## src/common/ssmc_pkg.sv

```systemverilog
// ssmc_pkg: constants, states and carrier types of the low power mode
// controller. Assumes a 10-bit data-space address and 4-bit data words.
package ssmc_pkg;

	// ------------------------------------------------------------------
	// widths
	// ------------------------------------------------------------------
	localparam int unsigned ADDR_W = 10;
	localparam int unsigned NIB_W  = 4;
	localparam int unsigned IRQ_N  = 7;

	// ------------------------------------------------------------------
	// register map and field layout
	// ------------------------------------------------------------------
	localparam logic [ADDR_W-1:0] ADDR_RAM_FLAG  = 10'h021;
	localparam logic [ADDR_W-1:0] ADDR_PORT_FUNC = 10'h024;
	localparam int unsigned       RAM_FLAG_BIT   = 3;
	localparam int unsigned       WAKE_SEL_BIT   = 3;

	// ------------------------------------------------------------------
	// reset values and bit groups
	// ------------------------------------------------------------------
	localparam logic [NIB_W-1:0] PORT_FUNC_RST     = 4'h0;
	localparam logic [NIB_W-1:0] PORT_FUNC_KEEP    = 4'h8; // survives stop
	localparam logic [NIB_W-1:0] PORT_FUNC_FULL    = 4'hF; // 4-bit variant
	localparam logic [NIB_W-1:0] PORT_FUNC_REDUCED = 4'h9; // 2-bit variant
	localparam logic [NIB_W-1:0] RDATA_ZERO        = 4'h0;
	localparam logic             RAM_FLAG_RST      = 1'b0;
	localparam logic             PIN_IDLE          = 1'b1;
	localparam logic [2:0]       SYNC_RST          = 3'h7;

	// ------------------------------------------------------------------
	// operating states
	// ------------------------------------------------------------------
	typedef enum logic [2:0] {
		ST_ACTIVE   = 3'b000,
		ST_STANDBY  = 3'b001,
		ST_STOP     = 3'b010,
		ST_STOP_REL = 3'b011,
		ST_RST      = 3'b100,
		ST_RST_KEEP = 3'b101
	} ssmc_state_t;

	// ------------------------------------------------------------------
	// carriers
	// ------------------------------------------------------------------
	typedef struct packed {
		logic              wr;
		logic              rd;
		logic [ADDR_W-1:0] addr;
		logic [NIB_W-1:0]  wdata;
		logic [NIB_W-1:0]  wmask;
	} ssmc_reg_req_t;

	typedef struct packed {
		logic [IRQ_N-1:0] flag;
		logic [IRQ_N-1:0] mask;
		logic             global_en;
	} ssmc_irq_t;

	typedef struct packed {
		logic osc_en;
		logic cpu_clk_en;
		logic periph_clk_en;
		logic cpu_rst;
		logic periph_rst;
		logic port_hiz;
		logic port_hold;
		logic ram_retain;
	} ssmc_pwr_t;

endpackage

```

## src/rtl/ssmc_regs.sv

```systemverilog
// ssmc_regs: port function select and ram retained flag, with read port.
// Assumes bit-manipulation writes carry a per-bit mask.
`timescale 1ns/1ns
module ssmc_regs (
	input  wire logic                     clk_i,
	input  wire logic                     rstn_i,
	input  wire logic                     ce_i,
	input  wire logic                     reduced_i,
	input  wire ssmc_pkg::ssmc_reg_req_t  req_i,
	input  wire logic                     stop_entry_i,
	input  wire logic                     flag_set_i,
	output logic [ssmc_pkg::NIB_W-1:0]    port_func_o,
	output logic                          ram_flag_o,
	output logic [ssmc_pkg::NIB_W-1:0]    rdata_o
);
	import ssmc_pkg::*;

	logic [NIB_W-1:0] pf_q;
	logic [NIB_W-1:0] impl;
	logic             flag_q;
	logic             hit_flag;
	logic             hit_pf;

	assign impl     = reduced_i ? PORT_FUNC_REDUCED : PORT_FUNC_FULL;
	assign hit_flag = req_i.addr == ADDR_RAM_FLAG;
	assign hit_pf   = req_i.addr == ADDR_PORT_FUNC;

	// port function select: stop clears all but the wake select bit
	always_ff @(posedge clk_i) begin
		if (ce_i) begin
			if (!rstn_i) begin
				pf_q <= PORT_FUNC_RST;
			end else if (stop_entry_i) begin
				pf_q <= pf_q & PORT_FUNC_KEEP;
			end else if (req_i.wr && hit_pf) begin
				pf_q <= ((pf_q & ~req_i.wmask) | (req_i.wdata & req_i.wmask))
					& impl;
			end
		end
	end

	// ram retained flag: set wins over a software clear
	always_ff @(posedge clk_i) begin
		if (ce_i) begin
			if (!rstn_i) begin
				flag_q <= RAM_FLAG_RST;
			end else if (flag_set_i) begin
				flag_q <= 1'b1;
			end else if (req_i.wr && hit_flag && req_i.wmask[RAM_FLAG_BIT]
				&& !req_i.wdata[RAM_FLAG_BIT]) begin
				flag_q <= 1'b0;
			end
		end
	end

	// read data; port function register is write-only and reads zero
	always_ff @(posedge clk_i) begin
		if (ce_i) begin
			if (!rstn_i) begin
				rdata_o <= RDATA_ZERO;
			end else if (req_i.rd && hit_flag) begin
				rdata_o <= RDATA_ZERO | (NIB_W'(flag_q) << RAM_FLAG_BIT);
			end else begin
				rdata_o <= RDATA_ZERO;
			end
		end
	end

	assign port_func_o = pf_q;
	assign ram_flag_o  = flag_q;

endmodule // ssmc_regs

```

## src/rtl/ssmc_sync.sv

```systemverilog
// ssmc_sync: three-stage synchroniser for a pad input with agreement
// filter. Assumes the pad is asynchronous to the system clock.
`timescale 1ns/1ns
module ssmc_sync (
	input  wire logic clk_i,
	input  wire logic rstn_i,
	input  wire logic ce_i,
	input  wire logic pin_i,
	output logic      pin_o
);
	import ssmc_pkg::*;

	logic [2:0] stage_q;
	logic       level_q;

	// three flops; stage 0 feeds only stage 1
	always_ff @(posedge clk_i) begin
		if (ce_i) begin
			if (!rstn_i) begin
				stage_q <= SYNC_RST;
			end else begin
				stage_q <= {stage_q[1:0], pin_i};
			end
		end
	end

	// level changes once stages two and three agree
	always_ff @(posedge clk_i) begin
		if (ce_i) begin
			if (!rstn_i) begin
				level_q <= PIN_IDLE;
			end else if (stage_q[1] == stage_q[2]) begin
				level_q <= stage_q[2];
			end
		end
	end

	assign pin_o = level_q;

endmodule // ssmc_sync

```

## src/rtl/ssmc_top.sv

```systemverilog
// ssmc_top: standby and stop mode controller of a 4-bit controller core.
// Assumes the CPU pulses the sleep and stop inputs once per executed
// instruction, and that interrupt flags and masks come from logic on the
// same clock. The shared port / halt release pad is asynchronous.
`timescale 1ns/1ns

// Functional notes
// - sleep instruction in active enters standby
// - standby keeps oscillator, gates instruction clocks only
// - standby holds registers, RAM and output levels
// - standby keeps peripherals clocked and running
// - reset pin low ends standby via reset
// - unmasked pending request wakes standby to active
// - wake resumes at instruction after sleep
// - global enable decides handler or pending continue
// - stop keeps RAM through either release source
// - retention only across reset that ends stop
// - stop released by reset or release pin
// - wake select bit routes shared pin function
// - wake select survives stop; others cleared
// - port function register write-only, 4 or 2 bits
// - retained flag set only by pin release
// - write zero clears flag; one ignored
// - reset clears retained flag
// - stop instruction halts oscillator and everything
// - release pin low resets, sets retained flag
// - release pin only in stop; reset always
// - sleep or stop cancelled when pending, disabled
module ssmc_top #(
	parameter logic REDUCED = 1'b0
) (
	input  wire logic                     SYS_CLK_I,
	input  wire logic                     RSTN_I,
	input  wire logic                     CE_I,
	input  wire ssmc_pkg::ssmc_reg_req_t  REG_REQ_I,
	output logic [ssmc_pkg::NIB_W-1:0]    REG_RDATA_O,
	input  wire logic                     SLEEP_INSTR_I,
	input  wire logic                     STOP_INSTR_I,
	input  wire ssmc_pkg::ssmc_irq_t      IRQ_I,
	input  wire logic                     PAD_I,
	output logic                          PAD_O,
	output logic                          PAD_OE_O,
	input  wire logic                     PORT_BIT4_DO_I,
	input  wire logic                     PORT_BIT4_OE_I,
	output logic                          PORT_BIT4_DI_O,
	output logic [ssmc_pkg::NIB_W-1:0]    PORT_FUNC_O,
	output logic                          RAM_FLAG_O,
	output ssmc_pkg::ssmc_pwr_t           PWR_O,
	output ssmc_pkg::ssmc_state_t         MODE_O,
	output logic                          RESUME_O,
	output logic                          IRQ_TAKE_O,
	output logic                          INSTR_NOP_O
);
	import ssmc_pkg::*;

	// ------------------------------------------------------------------
	// declarations
	// ------------------------------------------------------------------
	ssmc_state_t      state_q;
	ssmc_state_t      state_d;
	ssmc_state_t      state_nxt;
	ssmc_pwr_t        pwr_q;
	logic             pin_s;
	logic             wake_sel;
	logic             pending;
	logic             cancel;
	logic             release_low;
	logic             stop_like;
	logic             stop_entry;
	logic             flag_set;
	logic [NIB_W-1:0] port_func;
	logic             ram_flag;
	logic             resume_q;
	logic             take_q;
	logic             nop_q;
	logic             pad_q;
	logic             pad_oe_q;
	logic             bit4_di_q;
	ssmc_pwr_t        pwr_d;

	// ------------------------------------------------------------------
	// shared pad synchroniser
	// ------------------------------------------------------------------

	// pad passes four flops before any use
	ssmc_sync u_pin_sync (
		.clk_i  (SYS_CLK_I),
		.rstn_i (RSTN_I),
		.ce_i   (CE_I),
		.pin_i  (PAD_I),
		.pin_o  (pin_s)
	);

	// ------------------------------------------------------------------
	// register file
	// ------------------------------------------------------------------

	// port function select and ram retained flag
	ssmc_regs u_regs (
		.clk_i        (SYS_CLK_I),
		.rstn_i       (RSTN_I),
		.ce_i         (CE_I),
		.reduced_i    (REDUCED),
		.req_i        (REG_REQ_I),
		.stop_entry_i (stop_entry),
		.flag_set_i   (flag_set),
		.port_func_o  (port_func),
		.ram_flag_o   (ram_flag),
		.rdata_o      (REG_RDATA_O)
	);

	// ------------------------------------------------------------------
	// wake and cancel conditions
	// ------------------------------------------------------------------

	// any source with flag set and mask clear
	assign pending  = |(IRQ_I.flag & ~IRQ_I.mask);

	// disabled but pending: the instruction becomes a no-op
	assign cancel   = pending && !IRQ_I.global_en;

	// shared pin only acts as halt release when selected
	assign wake_sel = port_func[WAKE_SEL_BIT];

	// release request is honoured only from the stop states
	assign release_low = wake_sel && !pin_s;

	// ------------------------------------------------------------------
	// retention classification
	// ------------------------------------------------------------------

	// states whose reset keeps the RAM guarantee
	always_comb begin
		case (state_q)
			ST_STOP:     stop_like = 1'b1;
			ST_STOP_REL: stop_like = 1'b1;
			ST_RST_KEEP: stop_like = 1'b1;
			default:     stop_like = 1'b0;
		endcase
	end

	// ------------------------------------------------------------------
	// mode sequencer, next state
	// ------------------------------------------------------------------

	// stop takes priority when both instructions arrive together
	always_comb begin
		state_d = state_q;
		case (state_q)
			ST_ACTIVE: begin
				if (STOP_INSTR_I && !cancel) begin
					state_d = ST_STOP;
				end else if (SLEEP_INSTR_I && !cancel) begin
					state_d = ST_STANDBY;
				end
			end
			ST_STANDBY: begin
				if (pending) begin
					state_d = ST_ACTIVE;
				end
			end
			ST_STOP: begin
				if (release_low) begin
					state_d = ST_STOP_REL;
				end
			end
			ST_STOP_REL: begin
				if (!release_low) begin
					state_d = ST_ACTIVE;
				end
			end
			ST_RST: begin
				state_d = ST_ACTIVE;
			end
			ST_RST_KEEP: begin
				state_d = ST_ACTIVE;
			end
			default: begin
				state_d = ST_RST;
			end
		endcase
	end

	// reset pin overrides every mode
	always_comb begin
		if (!RSTN_I) begin
			state_nxt = stop_like ? ST_RST_KEEP : ST_RST;
		end else begin
			state_nxt = state_d;
		end
	end

	// stop entry clears the lower port function bits
	assign stop_entry = RSTN_I && (state_q == ST_ACTIVE)
		&& (state_d == ST_STOP);

	// flag is set throughout release reset handling
	assign flag_set = state_q == ST_STOP_REL;

	// ------------------------------------------------------------------
	// mode sequencer, state register
	// ------------------------------------------------------------------

	// reset is synchronous; clock enable freezes everything
	always_ff @(posedge SYS_CLK_I) begin
		if (CE_I) begin
			state_q <= state_nxt;
		end
	end

	// ------------------------------------------------------------------
	// power and clock control outputs
	// ------------------------------------------------------------------

	// decode of a mode into clock, reset and port controls
	function automatic ssmc_pwr_t pwr_of(input ssmc_state_t st);
		ssmc_pwr_t p;
		p = '0;
		case (st)
			ST_ACTIVE: begin
				p.osc_en        = 1'b1;
				p.cpu_clk_en    = 1'b1;
				p.periph_clk_en = 1'b1;
			end
			ST_STANDBY: begin
				p.osc_en        = 1'b1;
				p.periph_clk_en = 1'b1;
				p.port_hold     = 1'b1;
			end
			ST_STOP: begin
				p.cpu_rst       = 1'b1;
				p.periph_rst    = 1'b1;
				p.port_hiz      = 1'b1;
				p.ram_retain    = 1'b1;
			end
			ST_STOP_REL: begin
				p.osc_en        = 1'b1;
				p.cpu_rst       = 1'b1;
				p.periph_rst    = 1'b1;
				p.port_hiz      = 1'b1;
				p.ram_retain    = 1'b1;
			end
			ST_RST_KEEP: begin
				p.osc_en        = 1'b1;
				p.cpu_rst       = 1'b1;
				p.periph_rst    = 1'b1;
				p.port_hiz      = 1'b1;
				p.ram_retain    = 1'b1;
			end
			default: begin
				p.osc_en        = 1'b1;
				p.cpu_rst       = 1'b1;
				p.periph_rst    = 1'b1;
				p.port_hiz      = 1'b1;
			end
		endcase
		return p;
	endfunction

	// decoded controls of the mode about to be entered
	assign pwr_d = pwr_of(state_nxt);

	// controls are registered alongside the mode they belong to
	always_ff @(posedge SYS_CLK_I) begin
		if (CE_I) begin
			pwr_q <= pwr_d;
		end
	end

	// ------------------------------------------------------------------
	// event pulses toward the CPU
	// ------------------------------------------------------------------

	// wake from standby resumes after the sleep instruction
	always_ff @(posedge SYS_CLK_I) begin
		if (CE_I) begin
			if (!RSTN_I) begin
				resume_q <= 1'b0;
			end else begin
				resume_q <= (state_q == ST_STANDBY) && pending;
			end
		end
	end

	// handler runs only when globally enabled
	always_ff @(posedge SYS_CLK_I) begin
		if (CE_I) begin
			if (!RSTN_I) begin
				take_q <= 1'b0;
			end else begin
				take_q <= (state_q == ST_STANDBY) && pending
					&& IRQ_I.global_en;
			end
		end
	end

	// cancelled sleep or stop is reported as a no-op
	always_ff @(posedge SYS_CLK_I) begin
		if (CE_I) begin
			if (!RSTN_I) begin
				nop_q <= 1'b0;
			end else begin
				nop_q <= (state_q == ST_ACTIVE) && cancel
					&& (SLEEP_INSTR_I || STOP_INSTR_I);
			end
		end
	end

	// ------------------------------------------------------------------
	// shared pad routing
	// ------------------------------------------------------------------

	// port side drives the pad only in its own function
	always_ff @(posedge SYS_CLK_I) begin
		if (CE_I) begin
			if (!RSTN_I) begin
				pad_q    <= 1'b0;
				pad_oe_q <= 1'b0;
			end else begin
				pad_q    <= PORT_BIT4_DO_I;
				pad_oe_q <= PORT_BIT4_OE_I && !wake_sel
					&& !pwr_d.port_hiz;
			end
		end
	end

	// port input sees idle level while pad is the release input
	always_ff @(posedge SYS_CLK_I) begin
		if (CE_I) begin
			if (!RSTN_I) begin
				bit4_di_q <= PIN_IDLE;
			end else begin
				bit4_di_q <= wake_sel ? PIN_IDLE : pin_s;
			end
		end
	end

	// ------------------------------------------------------------------
	// outputs
	// ------------------------------------------------------------------
	assign PWR_O        = pwr_q;
	assign MODE_O       = state_q;
	assign RESUME_O     = resume_q;
	assign IRQ_TAKE_O   = take_q;
	assign INSTR_NOP_O  = nop_q;
	assign PAD_O          = pad_q;
	assign PAD_OE_O       = pad_oe_q;
	assign PORT_BIT4_DI_O = bit4_di_q;
	assign PORT_FUNC_O  = port_func;
	assign RAM_FLAG_O   = ram_flag;

endmodule // ssmc_top

```

## config.mk

```make
export PLATFORM = sky130hd
export DESIGN_NAME = ssmc_top
export DESIGN_NICKNAME = d
export VERILOG_FILES = /design/src/common/ssmc_pkg.sv /design/src/rtl/ssmc_regs.sv /design/src/rtl/ssmc_sync.sv /design/src/rtl/ssmc_top.sv
export SDC_FILE = /design/constraint.sdc
export NUM_CORES = 1
export LEC_CHECK = 0
export BUFFER_PORTS_ARGS = -buffer_cell sky130_fd_sc_hd__clkbuf_2
export CAP_MARGIN = 20
export CORE_MARGIN = 8
export CORE_UTILIZATION = 40
export DETAILED_ROUTE_END_ITERATION = 10
export PLACE_DENSITY = 0.76
export SETUP_SLACK_MARGIN = 0.15
export SLEW_MARGIN = 20
export SYNTH_ARGS = -nofsm -noshare
export SYNTH_HDL_FRONTEND = slang
export SYNTH_SLANG_ARGS = --single-unit
```

## constraint.sdc

```tcl
create_clock -name SYS_CLK_I -period 3.82 [get_ports SYS_CLK_I]
set_input_delay 0.382 -clock SYS_CLK_I [delete_from_list [all_inputs] [get_ports SYS_CLK_I]]
set_output_delay 0.382 -clock SYS_CLK_I [all_outputs]
set_load 0.005 [all_outputs]
```

; Word-level counts from Yosys, hierarchy flattened
; Cells that the tools add are included.
[totals]
input_bits = 43
output_inout_bits = 26
word_cells = 105
regBits = 30
[op_classes]
muxes = 20
eq_ne = 18
n_reduce_logical = 38
bitwise = 7
[op_table]
columns = op, count
row1 = 2-to-1 mux 3 bit, 7
row2 = == test 10 x 6 -> 1 bit (second input constant), 2
row3 = logical AND 1 bit, 17
row4 = == test 3 x 2 -> 1 bit (second input constant), 5
row5 = one-hot mux 3 bit (5 select lines), 1
row6 = 2-to-1 mux 1 bit, 10
row7 = == test 3 bit (second input constant), 3
row8 = AND 4 bit, 2
row9 = 2-to-1 mux 4 bit, 2
row10 = AND reduction 2 bit, 4
row11 = OR reduction 2 bit, 4
row12 = AND 7 bit, 1
row13 = NOT 7 bit, 1
row14 = OR reduction 7 bit, 1
row15 = == test 3 x 1 -> 1 bit (second input constant), 2
row16 = logical NOT 1 bit, 6
row17 = logical NOT 3 bit, 2
row18 = != test 3 x 1 -> 1 bit (second input constant), 2
row19 = OR reduction 3 bit, 2
row20 = != test 2 x 1 -> 1 bit (second input constant), 2
row21 = NOT 4 bit, 1
row22 = bitwise OR 4 bit, 1
row23 = AND reduction 3 bit, 1
row24 = != test 2 bit (second input constant), 1
row25 = 3 further kinds, 3

; Depth between registers and ports, before layout
[logic_depth]
word_depth = 15
mapped_depth = 5

; Cells and area by module
; A second synthesis with hierarchy kept.
[unflattened]
cells_unflattened = 117
area_unflattened_um2 = 1351.3
[by_module_without_submodules]
columns = mod, cells_per_inst, area_each_um2, instances
row1 = ssmc_top, 71, 795.8, 1
row2 = ssmc_regs, 36, 394.1, 1
row3 = ssmc_sync, 10, 161.4, 1

; Worst setup path after synthesis
; OpenSTA, ideal clock, no wires.
[synth_timing]
path_kind = input port to flip-flop
from = input IRQ_I[8] (netlist name)
to = register pwr_q (netlist bit PWR_O[7]) (data pin)
arrival_time_ns = 1.615
path_slack_ns = 1.940
cell_stages = 5
path_cell_list = nor2b_1 -> a2111oi_2 -> a41o_1 -> o21ai_1 -> or3_1
[synth_lines]
columns = element, line_no
row1 = start: declaration, ssmc_top.sv:39  ; input wire ssmc_pkg::ssmc_irq_t IRQ_I,
row2 = end signal: assignment, ssmc_top.sv:266  ; pwr_q <= pwr_d;
row3 = end: declaration, ssmc_top.sv:62  ; ssmc_pwr_t pwr_q;

==> impl_metrics.ini <==
[logic_synthesis]
yosysWarnings = 0
synth_xor_area_frac = 0.006724
synth_top_family_by_area = simple AND/OR/NAND/NOR gates
synth_area_um2 = 1302
syn_inst = 117
ys_types = 37
ys_seq_elements = 25
postSynth.asyncResetShare = 0
synth_ff_type = edfxtp_1
avgSynthCellArea_um2 = 11.13
synth_compound_area_frac = 0.1153
synthAdderAreaFrac = 0
synth_largest_area_cell = edfxtp_1
yosys.area_share.simple = 0.2498
synthMuxAreaShare = 0
ys_top_cells_by_area = edfxtp_1 58%, nand2b_1 5.3%, nor2b_1 3.4%
synth_top_area_share = 0.5764
yosysSeqAreaShare = 0.5764
synth-edff-count = 25

[place]
dp_hpwl_um = 2600
dp_cells = 220
numPortBuffers = 65
gp_congestion = 0.7660

[critical_path]
required_ns = 3.89
arrival_ns = 2.09
worstSetupPathType = flip-flop to flip-flop
path_max_fanout = 12
start_kind = flip-flop
cp-end-kind = flip-flop

[finish]
drive_above_1_share = 0.4000
fillers = 287
syn2layout_area_growth_pct = 28.05
stdcell_count = 224
diodes = 0
seqCellArea_um2 = 750.7
fin_nets = 224
multi_input_area_um2 = 495.5

[clock_tree]
ctsRootBufferMaster = clkbuf_4
clock-sinks = 25
cts_setup_buffers = 0
clkTransAtPathRegs_ns = 0.13
cts_tree = built
cts_hold_buf = 0
ctsResizeCount = 0
htreeDepth = 1
clk_path_buf_depth = 2
cts_made_buffers = 3
clk_latency_ns = 0.31

[routing]
via_per_inst = 4.991
via_count = 1118
wl_met3_um = 211
drt-met1-wl_um = 1332
wirelength_um = 3172
drc_errors = 0
first_pass_iters = 4
ant_nets = 0
drt_iter0_markers = 61
dr_wl_met2_um = 1592
highest_layer = met4
avgRoutedWirePerCell_um = 14.16

[pwr]
power.density_nw_per_um2 = 315.7
leakagePower_nw = 0.7257
finalPower_mw = 0.5265
vdd_ir_drop_max_v = 0.0001169

[global_route]
antenna_found_initial = 0
overflow = 0
grt_pass1_vias = 1193
grt_usage = 0.1208
grt_first_pass_wirelength_um = 5140
grt_max_degree = 24

[timing]
max_freq_ghz = 0.4972
rsz0062_at_grt = no
worst_pin_slew_ns = 0.5268
maxSlewViolCount = 0
clock_skew_ns = 0.006591
min_period_ns = 2.011
whs_ns = 0.3437
period_share = 0.5266
hold_viol = 0
maxSlewHeadroom = 0.6488
finalSetupViolCount = 0
tns_ns = 0

[worst_hold_path]
hold_path.class = primary input to flip-flop

[floorplanning]
io-pin-count = 69
rows = 20
fp.dieW_um = 73.07
start_util = 0.4232
die_h_um = 73.07
design.core.area_um2 = 3078
die_area_um2 = 5338

[job]
maxCapViolations = 0

[run_status]
status = finished clean
[registers in the layout (all words and copies together) (netlist names), 3 cells and up]
register / flops
MODE_O: 3
u_pin_sync.stage_q: 3
PWR_O: 6
u_regs.port_func_o: 4
[synthesized netlist by cell type, drive strengths merged, types with 2 or more instances]
library cell  instances
inv                   4
nor3                  4
nand2                 9
nor2b                 7
o31ai                 2
nor4b                 2
a21oi                 4
o211ai                3
edfxtp               25
nand2b               11
clkbuf                3
and2                  4
and4                  2
buf                   5
nor2                  9
o21ai                 5
[worst max-delay path, cell delays in order, from the launching register on]
cell      delay, ns
edfxtp_1       0.60
nor3_1         0.12
and2_4         0.19
and3b_1        0.18
a221o_1        0.38
or3_1          0.31
[per-stage QoR]
step	utilization	cell area, um^2	setup slack (ns)
after floorplan	-	1310	1.940
after global placement	0.5333	1642	1.788
after detailed placement	0.5333	1642	1.685
after CTS	0.5419	1668	1.806
after global routing	0.5419	1668	1.698
final	0.5419	1668	1.809
[cell families after synthesis]
group,count (synthesis)
AND/OR/NAND/NOR,57
AO/OA/AOI/OAI,21
flip-flops,25
XOR/XNOR,1
buffers and inverters,12
other,1
[final cells by class]
type	instances	area share
Inverter	4	0.009002
Tap cell	44	0.03301
Clock buffer	4	0.01575
Sequential cell	25	0.4501
Multi-Input combinational cell	82	0.2971
Timing Repair Buffer	65	0.1950
[power breakdown]
group          leakage, nW  switching (mW)  internal, mW  total [mW]
Combinational        0.470          0.0416        0.0410      0.0826
Sequential           0.241         0.00924         0.319       0.328
Clock               0.0150          0.0747        0.0407       0.115
[metal layers]
| layer | vias up | global-route usage |
|---|---|---|
| met2 | 45 | 0.2135 |
| met4 | 0 | 0.04667 |
| li1 | 545 | - |
| met1 | 524 | 0.1330 |
| met5 | - | 0 |
| met3 | 4 | 0.03297 |
[final timing paths]
check / startpoint / end / slack, ns / cells after the start
setup / recovery: MODE_O[1] / PWR_O[7] / 1.81 / 5
hold / removal: PAD_I / u_pin_sync.stage_q[0] / 0.34 / 2
setup reg to reg: MODE_O[1] / PWR_O[7] / 1.81 / 5
hold reg to reg: u_pin_sync.stage_q[0] / u_pin_sync.stage_q[1] / 0.55 / 1
[cells in the final DEF (no fill, tap or decap), types with 3 or more instances in the layout]
| master | n |
|---|---|
| conb_1 | 3 |
| nand2_1 | 9 |
| and2_1 | 3 |
| a21oi_1 | 4 |
| nor2_1 | 9 |
| o211ai_1 | 3 |
| nor3_1 | 4 |
| o21ai_0 | 3 |
| inv_1 | 3 |
| nand2b_1 | 11 |
| clkbuf_2 | 65 |
| clkbuf_4 | 3 |
| nor2b_1 | 7 |
| edfxtp_1 | 25 |
No activity file was read; power rests on OpenSTA's default activity.
